### config.mk
export PLATFORM = sky130hd
export DESIGN_NAME = cmd_decoder_flat
export DESIGN_NICKNAME = d
export VERILOG_FILES = /design/src/hw/cmd_decode_pkg.sv /design/src/hw/cmd_bus_if.sv /design/src/hw/cmd_decoder.sv /design/src/flat_wrapper.sv
export SDC_FILE = /design/constraint.sdc
export NUM_CORES = 1
export LEC_CHECK = 0
export ABC_AREA = 1
export BUFFER_PORTS_ARGS = -buffer_cell sky130_fd_sc_hd__buf_4
export CORE_MARGIN = 4
export CORE_UTILIZATION = 46
export DETAILED_ROUTE_END_ITERATION = 10
export GPL_ROUTABILITY_DRIVEN = 0
export MAX_ROUTING_LAYER = met4
export PLACE_DENSITY = 0.81
export SYNTH_ARGS = -nofsm -noshare
export SYNTH_HDL_FRONTEND = slang
export SYNTH_SLANG_ARGS = --single-unit
### constraint.sdc
create_clock -name clk_sys -period 1.9 [get_ports clk_sys]
set_input_delay 0.19 -clock clk_sys [delete_from_list [all_inputs] [get_ports clk_sys]]
set_output_delay 0.19 -clock clk_sys [all_outputs]
set_load 0.03 [all_outputs]
### src/hw/cmd_decode_pkg.sv
// package: command encodings, pin layout and decoder state for the command decoder
package cmd_decode_pkg;

  // ---------------------------------------------------------------------------
  // bus widths
  // ---------------------------------------------------------------------------
  localparam int ADDR_W   = 14;        // A13..A0 carried beside the shared pins
  localparam int BG_W     = 1;
  localparam int BA_W     = 2;
  localparam int MR_W     = 3;
  localparam int OP_W     = 14;

  // ---------------------------------------------------------------------------
  // address bit positions
  // ---------------------------------------------------------------------------
  localparam int AP_BIT   = 10;        // auto precharge / all banks / zq long
  localparam int BC_BIT   = 12;        // burst chop on the fly (low = chop)

  // ---------------------------------------------------------------------------
  // mode register selects
  // ---------------------------------------------------------------------------
  localparam logic [MR_W-1:0] MR_SEVEN    = 3'h7;  // mode_register_seven
  localparam logic [MR_W-1:0] MR_RCW      = 3'h7;  // bg/ba all ones: control words
  localparam logic [MR_W-1:0] MR_BURST    = 3'h0;  // register holding burst length
  localparam logic [1:0]      BL_FIXED8   = 2'h0;
  localparam logic [1:0]      BL_OTF      = 2'h1;
  localparam logic [1:0]      BL_FIXED4   = 2'h2;

  // ---------------------------------------------------------------------------
  // burst timing in clocks (data beats / 2)
  // ---------------------------------------------------------------------------
  localparam logic [2:0] BURST_CYC8 = 3'h4;
  localparam logic [2:0] BURST_CYC4 = 3'h2;

  // ---------------------------------------------------------------------------
  // decoded commands
  // ---------------------------------------------------------------------------
  typedef enum logic [4:0] {
    CMD_DES     = 5'h00,
    CMD_NOP     = 5'h01,
    CMD_MRS     = 5'h02,
    CMD_REF     = 5'h03,
    CMD_SRE     = 5'h04,
    CMD_SRX     = 5'h05,
    CMD_PRE     = 5'h06,
    CMD_PREA    = 5'h07,
    CMD_RFU     = 5'h08,
    CMD_ACT     = 5'h09,
    CMD_WR      = 5'h0A,
    CMD_RD      = 5'h0B,
    CMD_PDE     = 5'h0C,
    CMD_PDX     = 5'h0D,
    CMD_ZQCL    = 5'h0E,
    CMD_ZQCS    = 5'h0F,
    CMD_ILLEGAL = 5'h10
  } cmd_type;

  // ---------------------------------------------------------------------------
  // device power state
  // ---------------------------------------------------------------------------
  typedef enum logic [1:0] {
    ST_ACTIVE = 2'b00,
    ST_PDOWN  = 2'b01,
    ST_SREF   = 2'b10
  } pstate_type;

endpackage : cmd_decode_pkg

### src/hw/cmd_bus_if.sv
// interface: command/address bus between controller and device
interface cmd_bus_if;
  import cmd_decode_pkg::*;
  logic              resetN;
  logic              cke;
  logic              csN;
  logic              actN;
  logic              rasNA16;
  logic              casNA15;
  logic              weNA14;
  logic [BG_W-1:0]   bg;
  logic [BA_W-1:0]   ba;
  logic [ADDR_W-1:0] addr;
  logic              odt;

  modport ctrl (output resetN, cke, csN, actN, rasNA16, casNA15, weNA14, bg, ba, addr, odt);
  modport dev  (input  resetN, cke, csN, actN, rasNA16, casNA15, weNA14, bg, ba, addr, odt);
endinterface : cmd_bus_if

### src/hw/cmd_decoder.sv
// module: device end, decodes the command bus and tracks power and burst state
//
// Functional notes
// - mode_register_seven writes have no effect
// - bg/ba all ones mode write ignored
// - controller passes mode write address bits A13..A0 unchanged
// - decode from select, act, shared pins, cke
// - act low turns shared pins to row bits
// - reset pin is asynchronous only
// - bg/ba pick bank or mode register
// - bursts run to end, length per mode
// - no refresh while powered down
// - odt ignored by decode, off in self refresh
// - controller makes self refresh exit synchronous
// - nop only gear-down entry or power-save exit; decode also takes nop with cke falling as power-down entry
// - deselect: no new command, work continues
// - self refresh entry only when idle
module cmd_decoder
  import cmd_decode_pkg::*;
(
  // clock and reset
  input  wire logic              clk_sys,
  input  wire logic              arst_n,
  // command bus
  cmd_bus_if.dev                 bus,
  // decoded command
  output logic                   cmdValid_r,
  output cmd_type                cmd_r,
  output logic [BG_W-1:0]        bankGroup_r,
  output logic [BA_W-1:0]        bank_r,
  output logic [16:0]            rowAddr_r,
  output logic [ADDR_W-1:0]      colOp_r,
  output logic                   autoPre_r,
  output logic                   chop_r,
  // device state
  output pstate_type             pstate_r,
  output logic                   burstBusy_r,
  output logic                   refreshing_r,
  output logic                   odtActive_r,
  output logic [1:0]             burstMode_r,
  output logic [MR_W-1:0]        lastMr_r,
  output logic                   mrWrite_r
);

  // ---------------------------------------------------------------------------
  // combinational decode
  // ---------------------------------------------------------------------------
  logic    ckePrev_r;
  logic    rstN;
  cmd_type cmdNxt;
  logic    [MR_W-1:0] mrSel;
  logic    [2:0] burstCnt_r;

  assign rstN  = arst_n & bus.resetN;
  assign mrSel = {bus.bg, bus.ba};

  // classify one sampled cycle
  function automatic cmd_type classify(input logic cp, input logic cn, input logic cs,
                                       input logic act, input logic r, input logic c,
                                       input logic w, input logic a10);
    cmd_type res;
    res = CMD_ILLEGAL;
    if (cp && !cn) begin
      if (cs)                                  res = CMD_PDE;
      else if (act && r && c && w)             res = CMD_PDE;
      else if (act && !r && !c && w)           res = CMD_SRE;
    end else if (!cp && cn) begin
      if (cs || (act && r && c && w))          res = CMD_PDX;   // srx resolved by state
    end else if (!cp && !cn) begin
      res = CMD_DES;                                         // held low: don't care
    end else if (cs) begin
      res = CMD_DES;
    end else if (!act) begin
      res = CMD_ACT;
    end else begin
      case ({r, c, w})
        3'b000:  res = CMD_MRS;
        3'b001:  res = CMD_REF;
        3'b010:  res = a10 ? CMD_PREA : CMD_PRE;
        3'b011:  res = CMD_RFU;
        3'b100:  res = CMD_WR;
        3'b101:  res = CMD_RD;
        3'b110:  res = a10 ? CMD_ZQCL : CMD_ZQCS;
        3'b111:  res = CMD_NOP;
        default: res = CMD_ILLEGAL;
      endcase
    end
    return res;
  endfunction : classify

  // burst chop picked by the mode register, or per access by the chop bit (low = chop)
  function automatic logic chopSel(input logic [1:0] mode, input logic bcBit);
    return (mode == BL_FIXED4) || (mode == BL_OTF && !bcBit);
  endfunction : chopSel

  // odt is deliberately absent from the decode inputs
  always_comb begin
    cmdNxt = classify(ckePrev_r, bus.cke, bus.csN, bus.actN, bus.rasNA16,
                      bus.casNA15, bus.weNA14, bus.addr[AP_BIT]);
    if (cmdNxt == CMD_PDX && pstate_r == ST_SREF) begin
      cmdNxt = CMD_SRX;
    end
  end

  // ---------------------------------------------------------------------------
  // cke history
  // ---------------------------------------------------------------------------
  always_ff @(posedge clk_sys or negedge rstN) begin
    if (!rstN) ckePrev_r <= 1'b1;  // cke idles high: no false exit right after reset
    else       ckePrev_r <= bus.cke;
  end

  // ---------------------------------------------------------------------------
  // registered command output
  // ---------------------------------------------------------------------------
  always_ff @(posedge clk_sys or negedge rstN) begin
    if (!rstN) begin
      cmdValid_r  <= 1'b0;
      cmd_r       <= CMD_DES;
      bankGroup_r <= '0;
      bank_r      <= '0;
      rowAddr_r   <= '0;
      colOp_r     <= '0;
      autoPre_r   <= 1'b0;
      chop_r      <= 1'b0;
    end else begin
      cmd_r       <= cmdNxt;
      cmdValid_r  <= (cmdNxt != CMD_DES) && (cmdNxt != CMD_NOP) &&
                     (cmdNxt != CMD_RFU) && (cmdNxt != CMD_ILLEGAL) &&
                     !(cmdNxt == CMD_MRS && mrSel == MR_RCW);
      bankGroup_r <= bus.bg;
      bank_r      <= bus.ba;
      rowAddr_r   <= {bus.rasNA16, bus.casNA15, bus.weNA14, bus.addr};
      colOp_r     <= bus.addr;
      autoPre_r   <= bus.addr[AP_BIT];
      chop_r      <= chopSel(burstMode_r, bus.addr[BC_BIT]);
    end
  end

  // ---------------------------------------------------------------------------
  // mode register writes
  // ---------------------------------------------------------------------------
  always_ff @(posedge clk_sys or negedge rstN) begin
    if (!rstN) begin
      burstMode_r <= BL_FIXED8;
      lastMr_r    <= '0;
      mrWrite_r   <= 1'b0;
    end else begin
      mrWrite_r <= 1'b0;
      if (cmdNxt == CMD_MRS && mrSel != MR_RCW && mrSel != MR_SEVEN) begin
        mrWrite_r <= 1'b1;
        lastMr_r  <= mrSel;
        if (mrSel == MR_BURST) burstMode_r <= bus.addr[1:0];
      end
    end
  end

  // ---------------------------------------------------------------------------
  // power state
  // ---------------------------------------------------------------------------
  always_ff @(posedge clk_sys or negedge rstN) begin
    if (!rstN) pstate_r <= ST_ACTIVE;
    else begin
      case (pstate_r)
        ST_ACTIVE: begin
          if (cmdNxt == CMD_SRE)      pstate_r <= ST_SREF;
          else if (cmdNxt == CMD_PDE) pstate_r <= ST_PDOWN;
        end
        ST_PDOWN:  if (cmdNxt == CMD_PDX) pstate_r <= ST_ACTIVE;
        ST_SREF:   if (cmdNxt == CMD_SRX) pstate_r <= ST_ACTIVE;
        default:   pstate_r <= ST_ACTIVE;
      endcase
    end
  end

  // ---------------------------------------------------------------------------
  // refresh activity and odt gating
  // ---------------------------------------------------------------------------
  always_ff @(posedge clk_sys or negedge rstN) begin
    if (!rstN) begin
      refreshing_r <= 1'b0;
      odtActive_r  <= 1'b0;
    end else begin
      refreshing_r <= (cmdNxt == CMD_REF && pstate_r == ST_ACTIVE) ||
                      (pstate_r == ST_SREF && cmdNxt != CMD_SRX);
      odtActive_r  <= bus.odt && pstate_r != ST_SREF &&
                      cmdNxt != CMD_SRE;
    end
  end

  // ---------------------------------------------------------------------------
  // burst tracker: runs to completion, nothing cuts it short
  // ---------------------------------------------------------------------------
  always_ff @(posedge clk_sys or negedge rstN) begin
    if (!rstN) begin
      burstCnt_r  <= '0;
      burstBusy_r <= 1'b0;
    end else if (burstCnt_r == '0 && (cmdNxt == CMD_RD || cmdNxt == CMD_WR)) begin
      burstCnt_r  <= chopSel(burstMode_r, bus.addr[BC_BIT]) ? BURST_CYC4 : BURST_CYC8;
      burstBusy_r <= 1'b1;
    end else if (burstCnt_r != '0) begin
      burstCnt_r  <= burstCnt_r - 3'h1;
      burstBusy_r <= burstCnt_r != 3'h1;
    end
  end

endmodule : cmd_decoder

### src/flat_wrapper.sv
// flat-port wrapper written by rule: the top's interface ports become plain ports
module cmd_decoder_flat import cmd_decode_pkg::*;
  (clk_sys, arst_n, cmdValid_r, cmd_r, bankGroup_r, bank_r, rowAddr_r, colOp_r, autoPre_r, chop_r, pstate_r, burstBusy_r, refreshing_r, odtActive_r, burstMode_r, lastMr_r, mrWrite_r, bus_resetN, bus_cke, bus_csN, bus_actN, bus_rasNA16, bus_casNA15, bus_weNA14, bus_bg, bus_ba, bus_addr, bus_odt);
  cmd_bus_if bus_i ();
  input  wire logic clk_sys;
  input  wire logic arst_n;
  output logic cmdValid_r;
  output cmd_type cmd_r;
  output logic [BG_W-1:0] bankGroup_r;
  output logic [BA_W-1:0] bank_r;
  output logic [16:0] rowAddr_r;
  output logic [ADDR_W-1:0] colOp_r;
  output logic autoPre_r;
  output logic chop_r;
  output pstate_type pstate_r;
  output logic burstBusy_r;
  output logic refreshing_r;
  output logic odtActive_r;
  output logic [1:0] burstMode_r;
  output logic [MR_W-1:0] lastMr_r;
  output logic mrWrite_r;
  input wire logic [$bits(bus_i.resetN)-1:0] bus_resetN;
  input wire logic [$bits(bus_i.cke)-1:0] bus_cke;
  input wire logic [$bits(bus_i.csN)-1:0] bus_csN;
  input wire logic [$bits(bus_i.actN)-1:0] bus_actN;
  input wire logic [$bits(bus_i.rasNA16)-1:0] bus_rasNA16;
  input wire logic [$bits(bus_i.casNA15)-1:0] bus_casNA15;
  input wire logic [$bits(bus_i.weNA14)-1:0] bus_weNA14;
  input wire logic [$bits(bus_i.bg)-1:0] bus_bg;
  input wire logic [$bits(bus_i.ba)-1:0] bus_ba;
  input wire logic [$bits(bus_i.addr)-1:0] bus_addr;
  input wire logic [$bits(bus_i.odt)-1:0] bus_odt;
  assign bus_i.resetN = bus_resetN;
  assign bus_i.cke = bus_cke;
  assign bus_i.csN = bus_csN;
  assign bus_i.actN = bus_actN;
  assign bus_i.rasNA16 = bus_rasNA16;
  assign bus_i.casNA15 = bus_casNA15;
  assign bus_i.weNA14 = bus_weNA14;
  assign bus_i.bg = bus_bg;
  assign bus_i.ba = bus_ba;
  assign bus_i.addr = bus_addr;
  assign bus_i.odt = bus_odt;
  cmd_decoder u_core (.clk_sys(clk_sys), .arst_n(arst_n), .bus(bus_i), .cmdValid_r(cmdValid_r), .cmd_r(cmd_r), .bankGroup_r(bankGroup_r), .bank_r(bank_r), .rowAddr_r(rowAddr_r), .colOp_r(colOp_r), .autoPre_r(autoPre_r), .chop_r(chop_r), .pstate_r(pstate_r), .burstBusy_r(burstBusy_r), .refreshing_r(refreshing_r), .odtActive_r(odtActive_r), .burstMode_r(burstMode_r), .lastMr_r(lastMr_r), .mrWrite_r(mrWrite_r));
endmodule
==> results.md <==
* Result of the run: completed
* Vias in the first global route at ~1500
* Number of instances in the synthesized netlist at 182
* Total Routing Usage GR at 0.166
* Data arrival, critical path at 1810 ps
* Number of clock buffers inserted by TritonCTS at 5
* Width of the chip at approximately 71 um
* Number of synthesis warnings at 0
* DRC violation count after routing at 0
* CTS clock-pin slew for the worst setup and hold paths at 70 ps
* Clk Latency, worst-skew pair at between 200 and 300 ps
* Worst stage delay on the critical path at about 560 ps
* Hold_ws at 22.3 ps
* Share of the synthesized area in the top cell type at 0.568
* Switching part of the total at 0.347
* Worst Path Class, Setup: reg -> reg
* Number of antenna violations at the first check in global routing at 0
* Max-slew headroom at 0.797
* Final setup TNS at 0 ps
* Share of cells above drive strength 1 at 0.391
* Setup violation total in the final timing report at 0
* Number of slew-limit violations in the final report at 0
* Area contributors post-synth: sky130_fd_sc_hd__dfrtp_1 (57%), sky130_fd_sc_hd__nand2_1 (7.7%), sky130_fd_sc_hd__buf_4 (6.6%), sky130_fd_sc_hd__inv_1 (4.6%), sky130_fd_sc_hd__nand3_1 (3.9%)
* Sequential fraction of the synthesis area at 0.582
* Wire length reported by the detailed router at about 3800 um
* Initial drt markers at 61
* Fraction of synthesis flops using an asynchronous set or reset pin at 1.00
* Via-to-Cell Ratio at 4.56
* Internal at 1.65 mW
* Min cycle time layout at approximately 1600 ps
* Slowest stage cell, crit path: sky130_fd_sc_hd__dfstp_2
* Fin crit share at 0.853
* Leakage Power at roughly 1.4 nW
* Final routed wire length divided by cell count at 12.1 um
* Final worst setup slack at ~280 ps
* Cell area after synthesis at 0.00181 sq mm
* Critical Path End Type: register
* Vias after detailed routing at 1433
* Post-route antenna net violation count at 0
* Post-synth top flop: sky130_fd_sc_hd__dfrtp_1
* Part of the total power dissipated in the clock network at 0.225
* Top cells by instance count after synthesis: sky130_fd_sc_hd__dfrtp_1 (41), sky130_fd_sc_hd__nand2_1 (37), sky130_fd_sc_hd__inv_1 (22)
* H-tree levels at 2
* Router iterations before antenna repair at 4
* Unrepaired setup endpoints after global routing: false
* Worst ir drop on vdd at approximately 0.00074 V
* Antenna diode count at 0
* Floorplan die area at between 0.004 and 0.005 sq mm
* Die Y-Extent at 70.7 um
* Core ar. at 0.00372 sq mm
* Hold violation total from the final report at 0
* Power after layout at 2.52 mW
* Clock skew at slightly above 3 ps
* Crit-path max FO at 5
* Clock sink count at 42
* Crit path required time at 2090 ps
* Global-route wire length before repair at around 6400 um
* Initial Util at 0.486
* Root cell of the clock tree: sky130_fd_sc_hd__clkbuf_8
* Clock tree from TritonCTS: done
* Combinational Power Share at 0.342
* Mean cell area of the mapped netlist at 9.93 sq um
* Crit start category: register
* Largest net degree at the start of global routing at 26
* Syn_nets at 212
* Number of buffers between clock root and the deepest sink at 2
* Standard-cell row count at 22
* HPWL after detailed placement at 2900 um
* Top cell type by total area after synthesis: sky130_fd_sc_hd__dfrtp_1
* EDFF count, synth at 0
* Worst slack, placed at approximately 280 ps
* Sequence of cells on the critical path: nand2_2 -> nor2_2 -> and3_1 -> nand3_1 -> nand2_1 -> nand3_1 -> nand2_1 -> inv_1
* Sequential fraction of design power at 0.433
* Power dissipated by switching net loads at a little under 0.9 mW
* Final global-route overflow total at 0
* Number of violations of the max-capacitance limit at 0
* Fmax achieved at 0.617 GHz
* Port buffer count at 79
* Boundary pin count at 80
* #FFs+latches synth at 42
* Area growth from synthesis to final layout at 41.4%
* Class of the worst hold path: in -> reg
* Most frequent cell after synthesis: sky130_fd_sc_hd__dfrtp_1
* Power density over the cells at 988 mW/mm^2
* Slew @ Worst Pin at 305 ps
* Final net count at 295
* Post-synthesis cell type count at 28
==> flip-flops by register name, indices dropped and copies added, names as in the netlist, 2 cells and up <==
register	count
u_core.rowAddr_r	17
u_core.cmd_r	5
u_core.burstCnt_r	3
u_core.lastMr_r	3
u_core.bank_r	2
u_core.burstMode_r	2
u_core.pstate_r	2
==> through the flow <==
stage          cell area [sq um]  instances  utilization
2_1_floorplan               1810        182            -
3_3_place_gp                2340        294        0.631
3_5_place_dp                2340        294        0.631
4_1_cts                     2500        309        0.674
5_1_grt                     2550        314        0.688
6_report                    2550        314        0.688
==> area by class of cell <==
cell class,instances,area [sq um]
Multi-Input combinational cell,97,524
Fill cell,274,1160
Clock buffer,7,86.3
Sequential cell,42,1050
Timing Repair Buffer,93,728
Clock inverter,1,5.00
Tap cell,48,60.1
Inverter,26,98.8
==> power by group through the flow <==
stage                     combinational (mW)  clock [mW]  sequential, mW
after floorplan                        0.389           0            1.28
after global placement                 0.828           0            1.11
after detailed placement               0.840           0            1.11
after CTS                              0.862       0.591            1.09
after global routing                   0.965       0.624            1.11
final                                  0.863       0.569            1.09
==> cell families after synthesis <==
family	synth area share
and+or+nand+nor	0.217
buffers and inverters	0.127
DFF	0.582
AOI/OAI and AO/OA	0.0471
adders and majority gates	0.0208
xor gates and xnor gates	0.00485
==> timing repair <==
action	CTS	global route
hold endpoints to repair	46	5
hold buffers	7	5
gates resized for setup	0	0
setup buffers	0	0
setup endpoints to repair	0	0
==> cells in the final DEF (no fill, tap or decap) <==
cell type	count
sky130_fd_sc_hd__clkinv_2	2
sky130_fd_sc_hd__nand2_2	4
sky130_fd_sc_hd__a21oi_1	4
sky130_fd_sc_hd__o21bai_4	1
sky130_fd_sc_hd__dfrtp_1	41
sky130_fd_sc_hd__or2_2	1
sky130_fd_sc_hd__o22ai_1	1
sky130_fd_sc_hd__inv_2	3
sky130_fd_sc_hd__buf_4	81
sky130_fd_sc_hd__o21ai_1	2
sky130_fd_sc_hd__nand4_1	4
sky130_fd_sc_hd__dlygate4sd3_1	12
sky130_fd_sc_hd__nor2_1	12
sky130_fd_sc_hd__clkbuf_1	1
sky130_fd_sc_hd__ha_1	3
sky130_fd_sc_hd__o211ai_1	1
sky130_fd_sc_hd__nand3_4	1
sky130_fd_sc_hd__o21ai_0	3
sky130_fd_sc_hd__nor3_1	2
sky130_fd_sc_hd__nand2_1	37
sky130_fd_sc_hd__inv_1	21
sky130_fd_sc_hd__o31ai_1	1
sky130_fd_sc_hd__dfstp_2	1
sky130_fd_sc_hd__and3_1	1
sky130_fd_sc_hd__nor2_2	1
sky130_fd_sc_hd__xor2_1	1
sky130_fd_sc_hd__nand3_1	14
sky130_fd_sc_hd__clkinv_1	1
sky130_fd_sc_hd__nand2_4	2
sky130_fd_sc_hd__clkbuf_8	6
sky130_fd_sc_hd__nor2_8	1
==> final timing paths <==
| path | startpoint | endpoint | slack, ps | cells after the start |
|---|---|---|---|---|
| min in group asynchronous | arst_n | u_core.rowAddr_r[9]$_DFF_PN0_ | 500 | 5 |
| max in group asynchronous | bus_resetN | u_core.ckePrev_r$_DFF_PN1_ | 510 | 6 |
| worst min-delay path | bus_addr[12] | u_core.rowAddr_r[12]$_DFF_PN0_ | 20 | 1 |
| worst min register to register | u_core.lastMr_r[2]$_DFFE_PN0P_ | u_core.lastMr_r[2]$_DFFE_PN0P_ | 490 | 2 |
| worst max-delay path | u_core.ckePrev_r$_DFF_PN1_ | u_core.burstCnt_r[1]$_DFFE_PN0P_ | 280 | 8 |
| worst max register to register | u_core.ckePrev_r$_DFF_PN1_ | u_core.burstCnt_r[1]$_DFFE_PN0P_ | 280 | 8 |
==> critical path: cells and delay by family (launching register included) <==
kind                   cells  cell delay (ps)
and+or+nand+nor            7              930
DFF                        1              560
buffers and inverters      1               30
==> metal layers <==
layer	wire length [um]	part of all wire	global-route usage	vias up
met2	1900	0.50	0.272	52
li1	-	-	-	724
met5	0	0	-	-
met1	1520	0.40	0.188	650
met4	59	0.016	0.0585	0
met3	320	0.084	0.0597	7
Note: power is estimated with default switching activity, not from simulation.
